### src/hdl/pmc_pkg.sv
// Functional notes
// - Light-sleep bit halts core after instruction
// - Light sleep keeps state, peripherals running
// - Enabled interrupt clears light sleep, resumes
// - Reset in light sleep restarts at zero
// - Watchdog timeout resets out of light sleep
// - Deep-sleep bit stops oscillator, core, peripherals
// - Deep sleep: only missing-clock detector and pin reset active
// - Only resets end deep sleep
// - Missing-clock detector reset ends deep sleep
// - Regulator-off deep sleep: only pin reset
// - Both sleep select bits read zero
// - Upper six bits are plain flags
package pmc_pkg;
    localparam int          ADDR_W       = 8;
    localparam int          DATA_W       = 32;
    localparam logic [7:0]  PWR_CTRL_OFF = 8'h00;
    localparam logic [7:0]  REG_CTRL_OFF = 8'h04;
    localparam logic [7:0]  STATUS_OFF   = 8'h08;
    localparam int          LIGHT_BIT    = 0;
    localparam int          DEEP_BIT     = 1;
    localparam int          GF_LSB       = 2;
    localparam int          GF_MSB       = 7;
    localparam int          GF_W         = 6;
    localparam int          REG_STOP_BIT = 0;
    localparam logic [5:0]  GF_RST       = 6'h00;
    localparam logic [1:0]  HTRANS_NSEQ  = 2'h2;
    localparam logic        HRESP_OKAY   = 1'b0;
    localparam logic [15:0] RESET_ADDR   = 16'h0000;
    localparam logic [31:0] RDATA_ZERO   = 32'h0000_0000;

    typedef enum logic [2:0] {
        ST_RUN   = 3'b001,
        ST_LIGHT = 3'b010,
        ST_DEEP  = 3'b100
    } pmc_state_t;
endpackage : pmc_pkg

### src/hdl/pmc_sync.sv
`timescale 1ns/1ps
module pmc_sync #(
    parameter int         W      = 1,
    parameter logic [W-1:0] INIT = '0
) (
    // Clock and reset
    input  wire logic         clk_sys,
    input  wire logic         rst,
    // Data
    input  wire logic [W-1:0] d,
    output logic      [W-1:0] q
);
    logic [W-1:0] meta_q;

    always_ff @(posedge clk_sys or posedge rst) begin
        if (rst) begin
            meta_q <= INIT;
            q      <= INIT;
        end else begin
            meta_q <= d;
            q      <= meta_q;
        end
    end
endmodule : pmc_sync

### src/hdl/pmc_power_mode_controller.sv
`timescale 1ns/1ps
module pmc_power_mode_controller (
    // Clock and reset
    input  wire logic                       clk_sys,
    input  wire logic                       rst,
    // AHB-Lite slave
    input  wire logic                       hsel,
    input  wire logic [pmc_pkg::ADDR_W-1:0] haddr,
    input  wire logic [1:0]                 htrans,
    input  wire logic                       hwrite,
    input  wire logic [2:0]                 hsize,
    input  wire logic [pmc_pkg::DATA_W-1:0] hwdata,
    input  wire logic                       hready,
    output logic                            hreadyout,
    output logic                            hresp,
    output logic      [pmc_pkg::DATA_W-1:0] hrdata,
    // Core side
    input  wire logic                       instrDone,
    input  wire logic                       irqPending,
    input  wire logic                       wdtTimeout,
    input  wire logic                       mcdEnable,
    // Pins and analog sources
    input  wire logic                       mcdTimeout,
    input  wire logic                       extResetN,
    // Power controls
    output logic                            cpuHalt,
    output logic                            periphClkEn,
    output logic                            intOscEn,
    output logic                            irqTimerEn,
    output logic                            regulatorEn,
    output logic                            resetReq,
    output logic      [15:0]                resetAddr
);
    pmc_pkg::pmc_state_t state_q;
    pmc_pkg::pmc_state_t state_d;

    logic                     wrPhase_q;
    logic [7:0]               wrAddr_q;
    logic [pmc_pkg::GF_W-1:0] genFlags_q;
    logic                     regStop_q;
    logic                     regOff_q;
    logic                     pendLight_q;
    logic                     pendDeep_q;
    logic                     resetReq_q;
    logic                     rdPhase_q;
    logic [7:0]               rdAddr_q;
    logic [1:0]               syncOut;
    logic                     mcdSync;
    logic                     extRstSync;
    logic                     addrPhase;
    logic                     wrPwr;
    logic                     wrLight;
    logic                     wrDeep;
    logic                     wantLight;
    logic                     wantDeep;
    logic                     wdtHit;
    logic                     mcdHit;
    logic                     pinHit;

    pmc_sync #(
        .W    (2),
        .INIT (2'h2)
    ) u_sync (
        .clk_sys (clk_sys),
        .rst     (rst),
        .d       ({extResetN, mcdTimeout}),
        .q       (syncOut)
    );

    assign mcdSync    = syncOut[0];
    assign extRstSync = syncOut[1];

    // Bus decode
    assign addrPhase = hsel && hready && (htrans == pmc_pkg::HTRANS_NSEQ);
    assign wrPwr     = wrPhase_q && (wrAddr_q == pmc_pkg::PWR_CTRL_OFF);
    assign wrLight   = wrPwr && hwdata[pmc_pkg::LIGHT_BIT];
    assign wrDeep    = wrPwr && hwdata[pmc_pkg::DEEP_BIT];
    assign hreadyout = 1'b1;
    assign hresp     = pmc_pkg::HRESP_OKAY;

    always_ff @(posedge clk_sys or posedge rst) begin
        if (rst) begin
            wrPhase_q <= 1'b0;
            rdPhase_q <= 1'b0;
            wrAddr_q  <= '0;
            rdAddr_q  <= '0;
        end else begin
            wrPhase_q <= addrPhase && hwrite;
            rdPhase_q <= addrPhase && !hwrite;
            if (addrPhase) begin
                wrAddr_q <= haddr;
                rdAddr_q <= haddr;
            end
        end
    end

    always_ff @(posedge clk_sys or posedge rst) begin
        if (rst) begin
            genFlags_q <= pmc_pkg::GF_RST;
        end else if (wrPwr) begin
            genFlags_q <= hwdata[pmc_pkg::GF_MSB:pmc_pkg::GF_LSB];
        end
    end

    always_ff @(posedge clk_sys or posedge rst) begin
        if (rst) begin
            regStop_q <= 1'b0;
        end else if (wrPhase_q && wrAddr_q == pmc_pkg::REG_CTRL_OFF) begin
            regStop_q <= hwdata[pmc_pkg::REG_STOP_BIT];
        end
    end

    always_ff @(posedge clk_sys or posedge rst) begin
        if (rst) begin
            hrdata <= pmc_pkg::RDATA_ZERO;
        end else if (addrPhase && !hwrite) begin
            case (haddr)
                pmc_pkg::PWR_CTRL_OFF:
                    hrdata <= {24'h0000_00, genFlags_q, 2'h0};
                pmc_pkg::REG_CTRL_OFF:
                    hrdata <= {31'h0000_0000, regStop_q};
                pmc_pkg::STATUS_OFF:
                    hrdata <= {24'h0000_00, regOff_q, resetReq_q,
                               pendDeep_q, pendLight_q, 1'b0, state_q};
                default:
                    hrdata <= pmc_pkg::RDATA_ZERO;
            endcase
        end
    end

    // Pending selects wait for instruction end
    always_ff @(posedge clk_sys or posedge rst) begin
        if (rst) begin
            pendLight_q <= 1'b0;
            pendDeep_q  <= 1'b0;
        end else if (instrDone) begin
            pendLight_q <= 1'b0;
            pendDeep_q  <= 1'b0;
        end else begin
            pendLight_q <= pendLight_q | wrLight;
            pendDeep_q  <= pendDeep_q | wrDeep;
        end
    end

    assign wantLight = instrDone && (pendLight_q || wrLight);
    assign wantDeep  = instrDone && (pendDeep_q || wrDeep);

    always_comb begin
        state_d = state_q;
        case (state_q)
            pmc_pkg::ST_RUN: begin
                if (wantDeep) begin
                    state_d = pmc_pkg::ST_DEEP;
                end else if (wantLight) begin
                    state_d = pmc_pkg::ST_LIGHT;
                end
            end
            pmc_pkg::ST_LIGHT: begin
                if (irqPending && !resetReq_q) begin
                    state_d = pmc_pkg::ST_RUN;
                end
            end
            pmc_pkg::ST_DEEP: state_d = pmc_pkg::ST_DEEP;
            default:          state_d = pmc_pkg::ST_RUN;
        endcase
    end

    always_ff @(posedge clk_sys or posedge rst) begin
        if (rst) begin
            state_q <= pmc_pkg::ST_RUN;
        end else begin
            state_q <= state_d;
        end
    end

    always_ff @(posedge clk_sys or posedge rst) begin
        if (rst) begin
            regOff_q <= 1'b0;
        end else if (state_q == pmc_pkg::ST_RUN && wantDeep) begin
            regOff_q <= regStop_q;
        end
    end

    assign wdtHit = wdtTimeout && (state_q != pmc_pkg::ST_DEEP);
    assign mcdHit = mcdSync && mcdEnable
                 && !(state_q == pmc_pkg::ST_DEEP && regOff_q);
    assign pinHit = !extRstSync;

    always_ff @(posedge clk_sys or posedge rst) begin
        if (rst) begin
            resetReq_q <= 1'b0;
        end else if (wdtHit || mcdHit || pinHit) begin
            resetReq_q <= 1'b1;
        end
    end

    // nothing cleared by sleep; only clocks, events and regulator gated
    assign cpuHalt     = (state_q != pmc_pkg::ST_RUN);
    // deep sleep gates clocks and events
    assign periphClkEn = (state_q != pmc_pkg::ST_DEEP);
    assign intOscEn    = (state_q != pmc_pkg::ST_DEEP);
    assign irqTimerEn  = (state_q != pmc_pkg::ST_DEEP);
    assign regulatorEn = !(state_q == pmc_pkg::ST_DEEP && regOff_q);
    assign resetReq    = resetReq_q;
    assign resetAddr   = pmc_pkg::RESET_ADDR;

    logic unusedSize;
    assign unusedSize = |hsize;

    a_light_entry: assert property (
        @(posedge clk_sys) disable iff (rst)
        state_q == pmc_pkg::ST_RUN && wantLight && !wantDeep
        |=> state_q == pmc_pkg::ST_LIGHT)
        else $error("light sleep not entered");

    a_pend_clear: assert property (
        @(posedge clk_sys) disable iff (rst)
        instrDone |=> !pendLight_q && !pendDeep_q)
        else $error("pending select not cleared");

    a_light_halts: assert property (
        @(posedge clk_sys) disable iff (rst)
        state_q == pmc_pkg::ST_LIGHT
        |-> cpuHalt && periphClkEn && intOscEn && irqTimerEn)
        else $error("light sleep gating wrong");

    a_run_awake: assert property (
        @(posedge clk_sys) disable iff (rst)
        state_q == pmc_pkg::ST_RUN |-> !cpuHalt && periphClkEn
            && intOscEn && irqTimerEn && regulatorEn)
        else $error("run mode gating wrong");

    a_irq_wake: assert property (
        @(posedge clk_sys) disable iff (rst)
        state_q == pmc_pkg::ST_LIGHT && irqPending && !resetReq_q
        |=> state_q == pmc_pkg::ST_RUN && !cpuHalt)
        else $error("interrupt did not wake");

    a_light_stays: assert property (
        @(posedge clk_sys) disable iff (rst)
        state_q == pmc_pkg::ST_LIGHT && !irqPending
        |=> state_q == pmc_pkg::ST_LIGHT)
        else $error("light sleep left without interrupt");

    a_light_reset: assert property (
        @(posedge clk_sys) disable iff (rst)
        state_q == pmc_pkg::ST_LIGHT && pinHit
        |=> resetReq && resetAddr == pmc_pkg::RESET_ADDR)
        else $error("pin reset not raised");

    a_req_sticky: assert property (
        @(posedge clk_sys) disable iff (rst)
        resetReq |=> resetReq)
        else $error("reset request dropped");

    a_wdt_reset: assert property (
        @(posedge clk_sys) disable iff (rst)
        state_q == pmc_pkg::ST_LIGHT && wdtTimeout |=> resetReq)
        else $error("watchdog reset missing");

    a_deep_entry: assert property (
        @(posedge clk_sys) disable iff (rst)
        state_q == pmc_pkg::ST_RUN && wantDeep
        |=> state_q == pmc_pkg::ST_DEEP && !intOscEn
            && !periphClkEn && regulatorEn == !$past(regStop_q))
        else $error("deep sleep entry wrong");

    a_deep_quiet: assert property (
        @(posedge clk_sys) disable iff (rst)
        state_q == pmc_pkg::ST_DEEP && wdtTimeout && extRstSync
        && !mcdSync && !resetReq_q |=> !resetReq)
        else $error("watchdog active in deep sleep");

    a_deep_gates: assert property (
        @(posedge clk_sys) disable iff (rst)
        state_q == pmc_pkg::ST_DEEP |-> cpuHalt && !periphClkEn
            && !intOscEn && !irqTimerEn)
        else $error("deep sleep gating wrong");

    a_deep_holds: assert property (
        @(posedge clk_sys) disable iff (rst)
        state_q == pmc_pkg::ST_DEEP && irqPending
        |=> state_q == pmc_pkg::ST_DEEP)
        else $error("interrupt left deep sleep");

    a_mcd_reset: assert property (
        @(posedge clk_sys) disable iff (rst)
        state_q == pmc_pkg::ST_DEEP && !regOff_q && mcdSync
        && mcdEnable |=> resetReq)
        else $error("detector reset missing");

    a_mcd_disabled: assert property (
        @(posedge clk_sys) disable iff (rst)
        mcdSync && !mcdEnable && extRstSync && !wdtTimeout
        && !resetReq_q |=> !resetReq)
        else $error("disabled detector raised reset");

    a_regoff_pin: assert property (
        @(posedge clk_sys) disable iff (rst)
        state_q == pmc_pkg::ST_DEEP && regOff_q && extRstSync
        && !resetReq_q |=> !resetReq && !regulatorEn)
        else $error("reset despite regulator off");

    a_pin_always: assert property (
        @(posedge clk_sys) disable iff (rst)
        pinHit |=> resetReq)
        else $error("pin reset ignored");

    a_regoff_latch: assert property (
        @(posedge clk_sys) disable iff (rst)
        state_q == pmc_pkg::ST_RUN && wantDeep
        |=> regOff_q == $past(regStop_q))
        else $error("regulator choice not latched");

    a_sel_readzero: assert property (
        @(posedge clk_sys) disable iff (rst)
        rdPhase_q && rdAddr_q == pmc_pkg::PWR_CTRL_OFF
        |-> hrdata[1:0] == 2'h0)
        else $error("select bits read nonzero");

    a_flags_store: assert property (
        @(posedge clk_sys) disable iff (rst)
        wrPwr |=> genFlags_q
            == $past(hwdata[pmc_pkg::GF_MSB:pmc_pkg::GF_LSB]))
        else $error("flags not stored");

    a_both_deep: assert property (
        @(posedge clk_sys) disable iff (rst)
        state_q == pmc_pkg::ST_RUN && wantDeep && wantLight
        |=> state_q == pmc_pkg::ST_DEEP)
        else $error("both bits did not give deep");

    c_light_wake: cover property (@(posedge clk_sys) disable iff (rst)
        state_q == pmc_pkg::ST_LIGHT ##1 state_q == pmc_pkg::ST_RUN);
    c_deep_mcd: cover property (@(posedge clk_sys) disable iff (rst)
        state_q == pmc_pkg::ST_DEEP && resetReq);
    c_deep_regoff: cover property (@(posedge clk_sys) disable iff (rst)
        state_q == pmc_pkg::ST_DEEP && !regulatorEn);
    c_wdt_light: cover property (@(posedge clk_sys) disable iff (rst)
        state_q == pmc_pkg::ST_LIGHT && wdtTimeout);
    c_both_bits: cover property (@(posedge clk_sys) disable iff (rst)
        state_q == pmc_pkg::ST_RUN && wantDeep && wantLight);
endmodule : pmc_power_mode_controller

### config.mk
export PLATFORM = sky130hd
export DESIGN_NAME = pmc_power_mode_controller
export DESIGN_NICKNAME = d
export VERILOG_FILES = /design/src/hdl/pmc_pkg.sv /design/src/hdl/pmc_sync.sv /design/src/hdl/pmc_power_mode_controller.sv
export SDC_FILE = /design/constraint.sdc
export NUM_CORES = 1
export LEC_CHECK = 0
export ABC_CLOCK_PERIOD_IN_PS = 4700
export BUFFER_PORTS_ARGS = -buffer_cell sky130_fd_sc_hd__buf_2
export CORE_MARGIN = 1
export CORE_UTILIZATION = 25
export DETAILED_ROUTE_END_ITERATION = 16
export HOLD_SLACK_MARGIN = 0.05
export PLACE_DENSITY = 0.57
export SYNTH_ARGS = -nofsm -noshare
export SYNTH_HDL_FRONTEND = slang
export SYNTH_SLANG_ARGS = --single-unit
### constraint.sdc
create_clock -name clk_sys -period 4.7 [get_ports clk_sys]
set_clock_uncertainty 0.1 [all_clocks]
set_input_delay 0.235 -clock clk_sys [delete_from_list [all_inputs] [get_ports clk_sys]]
set_output_delay 0.235 -clock clk_sys [all_outputs]
set_load 0.01 [all_outputs]
## Word level (Yosys, flattened, before mapping)

Index checks and enable logic that the tools add are counted.
W data, S select, Z words.

| cells by class | value |
|---|---|
| add/subtract/negate cells | 0 |
| equality and inequality tests | 11 |
| multipliers | 0 |
| reductions and logical operators | 27 |
| divide/modulo/power cells | 0 |
| order comparisons | 0 |
| shift-type cells | 0 |
| muxes and demuxes | 7 |
| bitwise gates (word level) | 2 |

Operator list:

| cell | count |
|---|---|
| $pmux W8 S3 | 1 |
| $eq A8 B3 Y1 const B | 2 |
| $logic_and A1 B1 Y1 | 16 |
| $logic_not A8 Y1 | 2 |
| $mux W3 | 3 |
| $pmux W3 S3 | 1 |
| $eq A8 B4 Y1 const B | 1 |
| $ne A3 B3 Y1 const B | 2 |
| $logic_not A1 Y1 | 4 |
| $logic_or A1 B1 Y1 | 4 |
| $eq A3 B1 Y1 const B | 1 |
| $eq A3 B2 Y1 const B | 1 |
| $eq A3 B3 Y1 const B | 1 |
| $ne A3 B1 Y1 const B | 1 |
| $eq A2 B2 Y1 const B | 1 |
| $mux W1 | 2 |
| $ne A2 B2 Y1 const B | 1 |
| $or A1 B1 Y1 | 2 |
| $reduce_and A2 Y1 | 1 |

| storage, ports and cells | value |
|---|---|
| output and inout bits | 56 |
| input port bits | 56 |
| register bits after elaboration | 59 |
| ROM bits | 0 |
| memories | 0 |
| latch bits | 0 |
| word-level logic and storage cells | 59 |
| RAM bits | 0 |

## Logic depth before layout (Yosys ltp)

Gate-level depths: netlist of run 1.

| depth | value |
|---|---|
| word-level depth | 8 |
| gate-level depth with buffers | 5 |
| gate-level depth less buffers | 5 |

## Modules after synthesis

Synthesis of run 1 repeated with hierarchy kept, for this count alone.

| second synthesis, totals | value |
|---|---|
| cell total of the unflattened synthesis | 172 |
| area total of the unflattened synthesis | 1,871.8 um^2 |

Modules (own cells, without submodules):

| module | times used | cells an instance | area an instance (um^2) | sequential area each (um^2) |
|---|---|---|---|---|
| pmc_power_mode_controller | 1 | 167 | 1,765.4 | 777.0 |
| pmc_sync | 1 | 5 | 106.4 | 102.6 |

## Least setup slack after synthesis of run 1

No wires, ideal clock.

| timing | value |
|---|---|
| path type | register to register |
| start point | register wrAddr_q[5] |
| end point | register genFlags_q[0] in the netlist's numbering |
| library setup time | 0.125 ns |
| cell stages (with the launch flop) | 5 |
| period minus slack after synthesis | 1.598 ns |
| arrival time | 1.373 ns |
| path slack | 3.102 ns |
| path buffers | 1 |
| data required time | 4.475 ns |
| cells stage by stage | dfrtp_1 nor4b_2 and3_1 buf_2 mux2_2 |

| on the way | value |
|---|---|
| longest elaborated chain between the ends | 2 |

RTL lines:

| what | line | text |
|---|---|---|
| start: declaration | pmc_power_mode_controller.sv:38 | `logic [7:0] wrAddr_q;` |
| start signal: assignment | pmc_power_mode_controller.sv:91 | `wrAddr_q <= haddr;` |
| $logic_not A8 Y1 | pmc_power_mode_controller.sv:75 | `assign wrPwr = wrPhase_q && (wrAddr_q == pmc_pkg::PWR_CTRL_OFF);` |
| $logic_and A1 B1 Y1 | pmc_power_mode_controller.sv:75 |  |
| end signal: assignment | pmc_power_mode_controller.sv:99 | `genFlags_q <= pmc_pkg::GF_RST;` |
| end signal: assignment | pmc_power_mode_controller.sv:101 | `genFlags_q <= hwdata[pmc_pkg::GF_MSB:pmc_pkg::GF_LSB];` |
| end: declaration | pmc_power_mode_controller.sv:39 | `logic [pmc_pkg::GF_W-1:0] genFlags_q;` |

No other way between the ends.
A chain may end at the register's enable or synchronous reset.

## Worst setup path in the final report of run 1

| timing | value |
|---|---|
| start point | register wrAddr_q[5] |
| end point | register genFlags_q[2] in the netlist's numbering |

The elaborated chain is that of the path after synthesis.

==> impl_summary.log, run 1 <==
INFO  metric mostFrequentLayoutCells = sky130_fd_sc_hd__conb_1 (42), sky130_fd_sc_hd__buf_2 (42), sky130_fd_sc_hd__dfrtp_1 (32)
INFO  metric tritoncts_num_sinks = 35
INFO  metric synth_top_cell_area_share = a little over two fifths
INFO  metric ir_drop = 0.000177 V
INFO  metric remaining_drc_errors = 0
INFO  metric drtAntennaViolNets = 0
INFO  metric post_synth_instance_area = between 1500 and 2000 um2
INFO  metric setup-violations-final = 0
INFO  metric number_of_global_route_vias_before_repair = roughly 1100
INFO  metric port_buffers = between 40 and 50
INFO  metric via_total_after_detailed_routing = ~1200
INFO  metric max_freq = approximately 0.54 GHz
INFO  metric finalHoldViolCount = 0
INFO  metric die_height = 88.4 um
INFO  metric placed_area = 2000 um2
INFO  metric final.min_clock_period = between 1.5 and 2 ns
INFO  metric ffs_w_async_s_r_synth = 100%
INFO  metric grt.total_usage = under 10%
INFO  metric cellLeakagePower = roughly 1.1 nW
INFO  metric count_of_flip_flops_with_a_built_in_enable_after_synthesis = 0
INFO  metric netlist_instances = between 150 and 200
INFO  metric synth.top_cells.by_area = sky130_fd_sc_hd__dfrtp_1 (43%), sky130_fd_sc_hd__buf_4 (18%), sky130_fd_sc_hd__mux2_2 (9.7%), sky130_fd_sc_hd__dfstp_2 (4.2%), sky130_fd_sc_hd__nand2_1 (3.0%)
INFO  metric final_core_utilization = ~30%
INFO  metric clk_path_buf_depth = 2
INFO  metric hold_slack = 0.0846 ns
INFO  metric globalplace.congestion = about 0.75
INFO  metric fp.coreArea = 7210 um2
INFO  metric maxCapViolations = 0
INFO  metric drt_pre_antenna_iters = 4
INFO  metric final_nets = 272
INFO  metric areaGrowthSynthToFinish = 14.4%
INFO  metric finalCritPeriodShare = 39.6%
INFO  metric antenna_cells_inserted = 0
INFO  metric grt_overflow = 0
INFO  metric clk-insertion-delay-late = approximately 0.28 ns
INFO  metric final_max_slew_viol_count = 0
INFO  metric tritoncts.num_buffers = 5
INFO  metric critical_path_peak_fanout = 10
INFO  metric design.die.area = between 7000 and 8000 um2
INFO  metric placedCellCount = slightly above 300
INFO  metric cts.repair_timing.setup_buffer_count = 0
INFO  metric cp_data_required_time = approximately 4.8 ns
INFO  metric postRouteWirelength = approximately 3400 um
INFO  metric outcome = finished, final reports clean
INFO  metric nFillCells = 776
INFO  metric avgViaCountPerCell = around 3.8
INFO  metric ys_warn_count = 0
INFO  metric synth_cell_type_count = 38
INFO  metric fin_setup_tns = 0 ns
INFO  metric power.density = about 310 nW/um2
INFO  metric count_of_standard_cell_rows = 31
INFO  metric hold_class = in2reg
INFO  metric synthesis.area_per_instance = roughly 11 um2
INFO  metric yosysTopAreaCell = sky130_fd_sc_hd__dfrtp_1
INFO  metric ffs_latches_synth = 35
INFO  metric ys_dominant_reg_cell = sky130_fd_sc_hd__dfrtp_1
INFO  metric worst_setup_path_start_kind = flop
INFO  metric drive_above_1_share = between 30% and 40%
INFO  metric clkSlewWorstSetupHoldPaths = 0.07 ns
INFO  metric dp.final_hpwl = around 2500 um
INFO  metric worst-endpoint-arrival = slightly below 2 ns
INFO  metric criticalPathCategory = reg2reg
INFO  metric wl_per_cell = about 11 um
INFO  metric cts_max_level = 2
INFO  metric drt_first_iter_violations = 32
INFO  metric grt_setup_unrepaired = no
INFO  metric initial_cell_density_of_the_core = 25.9%
INFO  metric grt_pass1_wl = 5690 um
INFO  metric stdcell_count = approximately 320
INFO  metric die_w = a little under 90 um
INFO  metric post-route-cell-area = about 2100 um2
INFO  metric worst_setup_path_end_kind = flop
INFO  metric maximum_number_of_pins_on_one_net_before_global_route_repair = 36
INFO  metric initial_antenna_violation_count = 0
INFO  metric clockRootBuffer = sky130_fd_sc_hd__clkbuf_8
INFO  metric cts_tree = built
INFO  metric num_io_pins = ~110
INFO  metric synth-seq-area-share = a little under half
[critical path, cell delays in order, from the launching register on]
cell and delay, ns:
sky130_fd_sc_hd__dfrtp_1 0.39, sky130_fd_sc_hd__nor4b_2 0.37, sky130_fd_sc_hd__and3_1 0.49, sky130_fd_sc_hd__mux2_2 0.39
[Yosys cell counts, types with 3 or more instances]
library cell,count
sky130_fd_sc_hd__buf_4,44
sky130_fd_sc_hd__dfrtp_1,32
sky130_fd_sc_hd__mux2_2,16
sky130_fd_sc_hd__nand2_1,15
sky130_fd_sc_hd__nor2_1,7
sky130_fd_sc_hd__inv_1,5
sky130_fd_sc_hd__mux2i_1,5
sky130_fd_sc_hd__o21ai_1,5
sky130_fd_sc_hd__a21oi_1,3
sky130_fd_sc_hd__dfstp_2,3
sky130_fd_sc_hd__nand2b_1,3
[sequential cells by signal, indices dropped and copies added, names as in the netlist]
signal,count
regOff_q,1
u_sync.meta_q,2
wrAddr_q,8
resetReq,1
pendDeep_q,1
hrdata,8
regStop_q,1
pendLight_q,1
state_q,3
u_sync.q,2
wrPhase_q,1
genFlags_q,6
[logic make-up (layout without fill, tap and decap cells)]
| group | after synthesis | count (layout) | share of synthesized area, % |
|---|---|---|---|
| multiplexers | 21 | 21 | 12.3 |
| other | 2 | 42 | 0.403 |
| AO/OA/AOI/OAI | 20 | 20 | 7.18 |
| AND/OR/NAND/NOR | 40 | 40 | 12.9 |
| buffers and inverters | 53 | 59 | 20.0 |
| flip-flops | 35 | 35 | 47.1 |
[path summary, 6_finish.rpt]
kind | from | endpoint | slack (ns) | depth (start not counted)
max | wrAddr_q[5] | genFlags_q[2] | 2.84 | 3
min | hwdata[6] | genFlags_q[4] | 0.08 | 2
max reg2reg | wrAddr_q[5] | genFlags_q[2] | 2.84 | 3
min reg2reg | u_sync.meta_q[0] | u_sync.q[0] | 0.25 | 0
max in group asynchronous | rst | state_q[0] | 3.65 | 4
min in group asynchronous | rst | u_sync.meta_q[0] | 0.50 | 4
[power breakdown]
group          total, mW  switching [mW]  internal, mW
clock network      0.236           0.103         0.134
registers          0.342          0.0153         0.326
logic             0.0835          0.0463        0.0372
[layer usage]
layer  wire [um]  global-route usage [%]  vias to the layer above
met5           0                       0                        -
met4          42                    3.96                        0
met3         228                    2.89                        5
met2        1490                    15.2                       55
met1        1590                    13.2                      568
li1            -                       -                      575
[stage by stage]
step	worst slack (ns)	power (mW)
global route	2.70	0.703
detailed placement	2.81	0.430
global placement	2.83	0.427
floorplan	3.10	0.428
finish	2.84	0.661
CTS	2.81	0.672
[repair_timing]
action | CTS | global route
gates resized for setup | 0 | 0
hold buffers | 3 | 0
endpoints found under the hold margin | 34 | 0
[cell type report]
class                      count  area, um2  share of cell area, %
tap                           99        124                   5.81
clock buffer                   8        100                   4.69
inverter                       5       18.8                  0.880
multi-input combinational    123        763                   35.8
sequential                    35        880                   41.2
timing repair buffer          46        248                   11.6
Power figures use the tool's default switching activity.
==> inputs of run 2 (changes only) <==
--- a/config.mk
+++ b/config.mk
@@ -5,13 +5,13 @@
 export SDC_FILE = /design/constraint.sdc
 export NUM_CORES = 1
 export LEC_CHECK = 0
-export ABC_CLOCK_PERIOD_IN_PS = 4700
+export ABC_CLOCK_PERIOD_IN_PS = 1590
 export BUFFER_PORTS_ARGS = -buffer_cell sky130_fd_sc_hd__buf_2
 export CORE_MARGIN = 1
 export CORE_UTILIZATION = 25
 export DETAILED_ROUTE_END_ITERATION = 16
 export HOLD_SLACK_MARGIN = 0.05
-export PLACE_DENSITY = 0.57
+export PLACE_DENSITY = 0.59
 export SYNTH_ARGS = -nofsm -noshare
 export SYNTH_HDL_FRONTEND = slang
 export SYNTH_SLANG_ARGS = --single-unit
==> constraint.sdc (replaced) <==
create_clock -name clk_sys -period 1.59 [get_ports clk_sys]
set_clock_uncertainty 0.1 [all_clocks]
set_input_delay 0.0795 -clock clk_sys [delete_from_list [all_inputs] [get_ports clk_sys]]
set_output_delay 0.0795 -clock clk_sys [all_outputs]
set_load 0.01 [all_outputs]
==> impl_summary.log, run 2 (synthesized netlist as in run 1, its figures left out) <==
INFO  metric worst_case_setup_margin_in_the_final_layout = -0.0645 ns
INFO  metric clockRootBuffer = sky130_fd_sc_hd__clkbuf_8
INFO  metric layout_commonest_cell = sky130_fd_sc_hd__conb_1
INFO  metric ir_drop = around 0.00050 V
INFO  metric p_sw_share = 27.0%
INFO  metric criticalPathCategory = reg2reg
INFO  metric largestRegisters = hrdata x8, wrAddr_q x8, genFlags_q x6
INFO  metric dp.final_hpwl = around 2700 um
INFO  metric die_w = 88.4 um
INFO  metric globalplace.congestion = 0.757
INFO  metric post-route-cell-area = 2430 um2
INFO  metric met1_length = 1550 um
INFO  metric post-layout-total-power = approximately 2.0 mW
INFO  metric drtAntennaViolNets = 0
INFO  metric postRouteWirelength = ~3800 um
INFO  metric setup.worst_path.start = wrAddr_q[4]
INFO  metric drive_above_1_share = a little under two fifths
INFO  metric cp_data_required_time = roughly 1.7 ns
INFO  metric die_height = about 88 um
INFO  metric grt_pass1_wl = about 5900 um
INFO  metric power.net_switching = roughly 530 uW
INFO  metric hold_class = in2reg
INFO  metric finalHoldViolCount = 0
INFO  metric wl_per_cell = between 10 and 15 um
INFO  metric max_freq = between 0.6 and 0.7 GHz
INFO  metric number_of_global_route_vias_before_repair = ~1200
INFO  metric tritoncts_num_sinks = 35
INFO  metric final.min_clock_period = 1.65 ns
INFO  metric count_of_standard_cell_rows = 31
INFO  metric maximum_number_of_pins_on_one_net_before_global_route_repair = 36
INFO  metric route.top_layer_used = met4
INFO  metric grt.total_usage = 10.4%
INFO  metric drt_first_iter_violations = 38
INFO  metric critical_path_peak_fanout = 10
INFO  metric drt_pre_antenna_iters = 5
INFO  metric outcome = finished, violations left
INFO  metric worstReg2RegStart = wrAddr_q[4]
INFO  metric violations_in_the_final_reports = setup timing
INFO  metric fraction_of_power_consumed_by_sequential_logic = 52.3%
INFO  metric met2RoutedLength = around 1900 um
INFO  metric areaGrowthSynthToFinish = 30.3%
INFO  metric route.met3.wl = 252 um
INFO  metric cellLeakagePower = approximately 1.2 nW
INFO  metric avgViaCountPerCell = a little under 4
INFO  metric internal_power = 1.43 mW
INFO  metric final_max_slew_viol_count = 0
INFO  metric num_io_pins = around 110
INFO  metric grt_overflow = 0
INFO  metric grt_setup_unrepaired = yes
INFO  metric cts_max_level = 2
INFO  metric clk_path_buf_depth = 2
INFO  metric worst_setup_path_end_kind = flop
INFO  metric power.density = roughly 800 nW/um2
INFO  metric initial_antenna_violation_count = 0
INFO  metric antenna_cells_inserted = 0
INFO  metric via_total_after_detailed_routing = approximately 1300
INFO  metric clkSlewWorstSetupHoldPaths = ~0.07 ns
INFO  metric worst-endpoint-arrival = 1.74 ns
INFO  metric comb_power_share = approximately 16%
INFO  metric min_from = htrans[1]
INFO  metric cts_tree = built
INFO  metric placed_area = approximately 2100 um2
INFO  metric maxCapViolations = 0
INFO  metric port_buffers = 42
INFO  metric initial_cell_density_of_the_core = 25.9%
INFO  metric share_of_power_burned_in_the_clock_network = between 30% and 40%
INFO  metric mostFrequentLayoutCells = sky130_fd_sc_hd__conb_1 (42), sky130_fd_sc_hd__buf_2 (39), sky130_fd_sc_hd__dfrtp_1 (32)
INFO  metric tritoncts.num_buffers = 5
INFO  metric hold_slack = about 0.13 ns
INFO  metric finalCritPeriodShare = 104%
INFO  metric remaining_drc_errors = 0
INFO  metric setup-violations-final = 8
INFO  metric fp.coreArea = 7210 um2
INFO  metric design.die.area = ~7800 um2
INFO  metric final_nets = 295
INFO  metric clk-insertion-delay-late = 0.29 ns
INFO  metric worst_setup_path_start_kind = flop
-- run 2: cell count changes in the layout (fill, tap and decap cells not counted), sizes merged --
cell	previous run	this run
dlygate4sd3	3	23
buf	43	46
clkbuf	8	6
clkinv	0	1
clkinvlp	0	1
-- run 2: worst paths after layout --
| check | end | slack [ns] | cells after the start |
|---|---|---|---|
| worst max-delay path | genFlags_q[1] | -0.06 | 3 |
| worst min-delay path | wrPhase_q | 0.13 | 4 |
| worst max register to register | genFlags_q[1] | -0.06 | 3 |
| worst min register to register | u_sync.q[0] | 0.25 | 0 |
| max in group asynchronous | u_sync.meta_q[1] | 0.72 | 4 |
| min in group asynchronous | wrAddr_q[3] | 0.33 | 4 |
-- run 2: through the flow --
stage / cells / utilization [%] / setup TNS (ns) / setup WS [ns]
after floorplan: 211 / - / 0 / 0.0302
after global placement: 310 / 28.5 / -0.493 / -0.0718
after detailed placement: 310 / 28.5 / -0.560 / -0.0914
after CTS: 340 / 32.9 / -0.242 / -0.0435
after global routing: 339 / 33.7 / -0.898 / -0.140
final: 339 / 33.7 / -0.292 / -0.0645
-- run 2: metal layers --
metal	GRT usage, %	up-vias
met5	0	-
met2	17.3	56
met4	3.52	0
met3	3.92	5
li1	-	623
met1	12.2	626
-- run 2: critical path, stage by stage, from the launching register on --
cell                      delay (ns)
sky130_fd_sc_hd__dfrtp_1        0.41
sky130_fd_sc_hd__nor4b_4        0.34
sky130_fd_sc_hd__and3_4         0.35
sky130_fd_sc_hd__mux2_2         0.35
-- run 2: repair_timing --
item	4_1_cts	5_1_grt
hold buffers	23	0
setup endpoints to repair	9	19
setup buffers	0	1
pin swaps	3	6
endpoints found under the hold margin	55	0
gates resized for setup	4	15
-- run 2: area by class of cell --
cell class              count  area (um2)
clock buffers               6        72.6
clock inverters             2        12.5
fillers                   756        4780
inverters                   5        18.8
multi-input cells         123         842
flip-flops and latches     35         880
well taps                  99         124
repair buffers             69         482
-- run 2: power groups by stage --
stage,registers [mW],logic [mW],clock network (mW)
5_1_grt,1.04,0.357,0.701
4_1_cts,1.02,0.300,0.649
3_3_place_gp,1.02,0.247,0
2_1_floorplan,1.01,0.252,0
3_5_place_dp,1.03,0.250,0
6_report,1.03,0.315,0.621
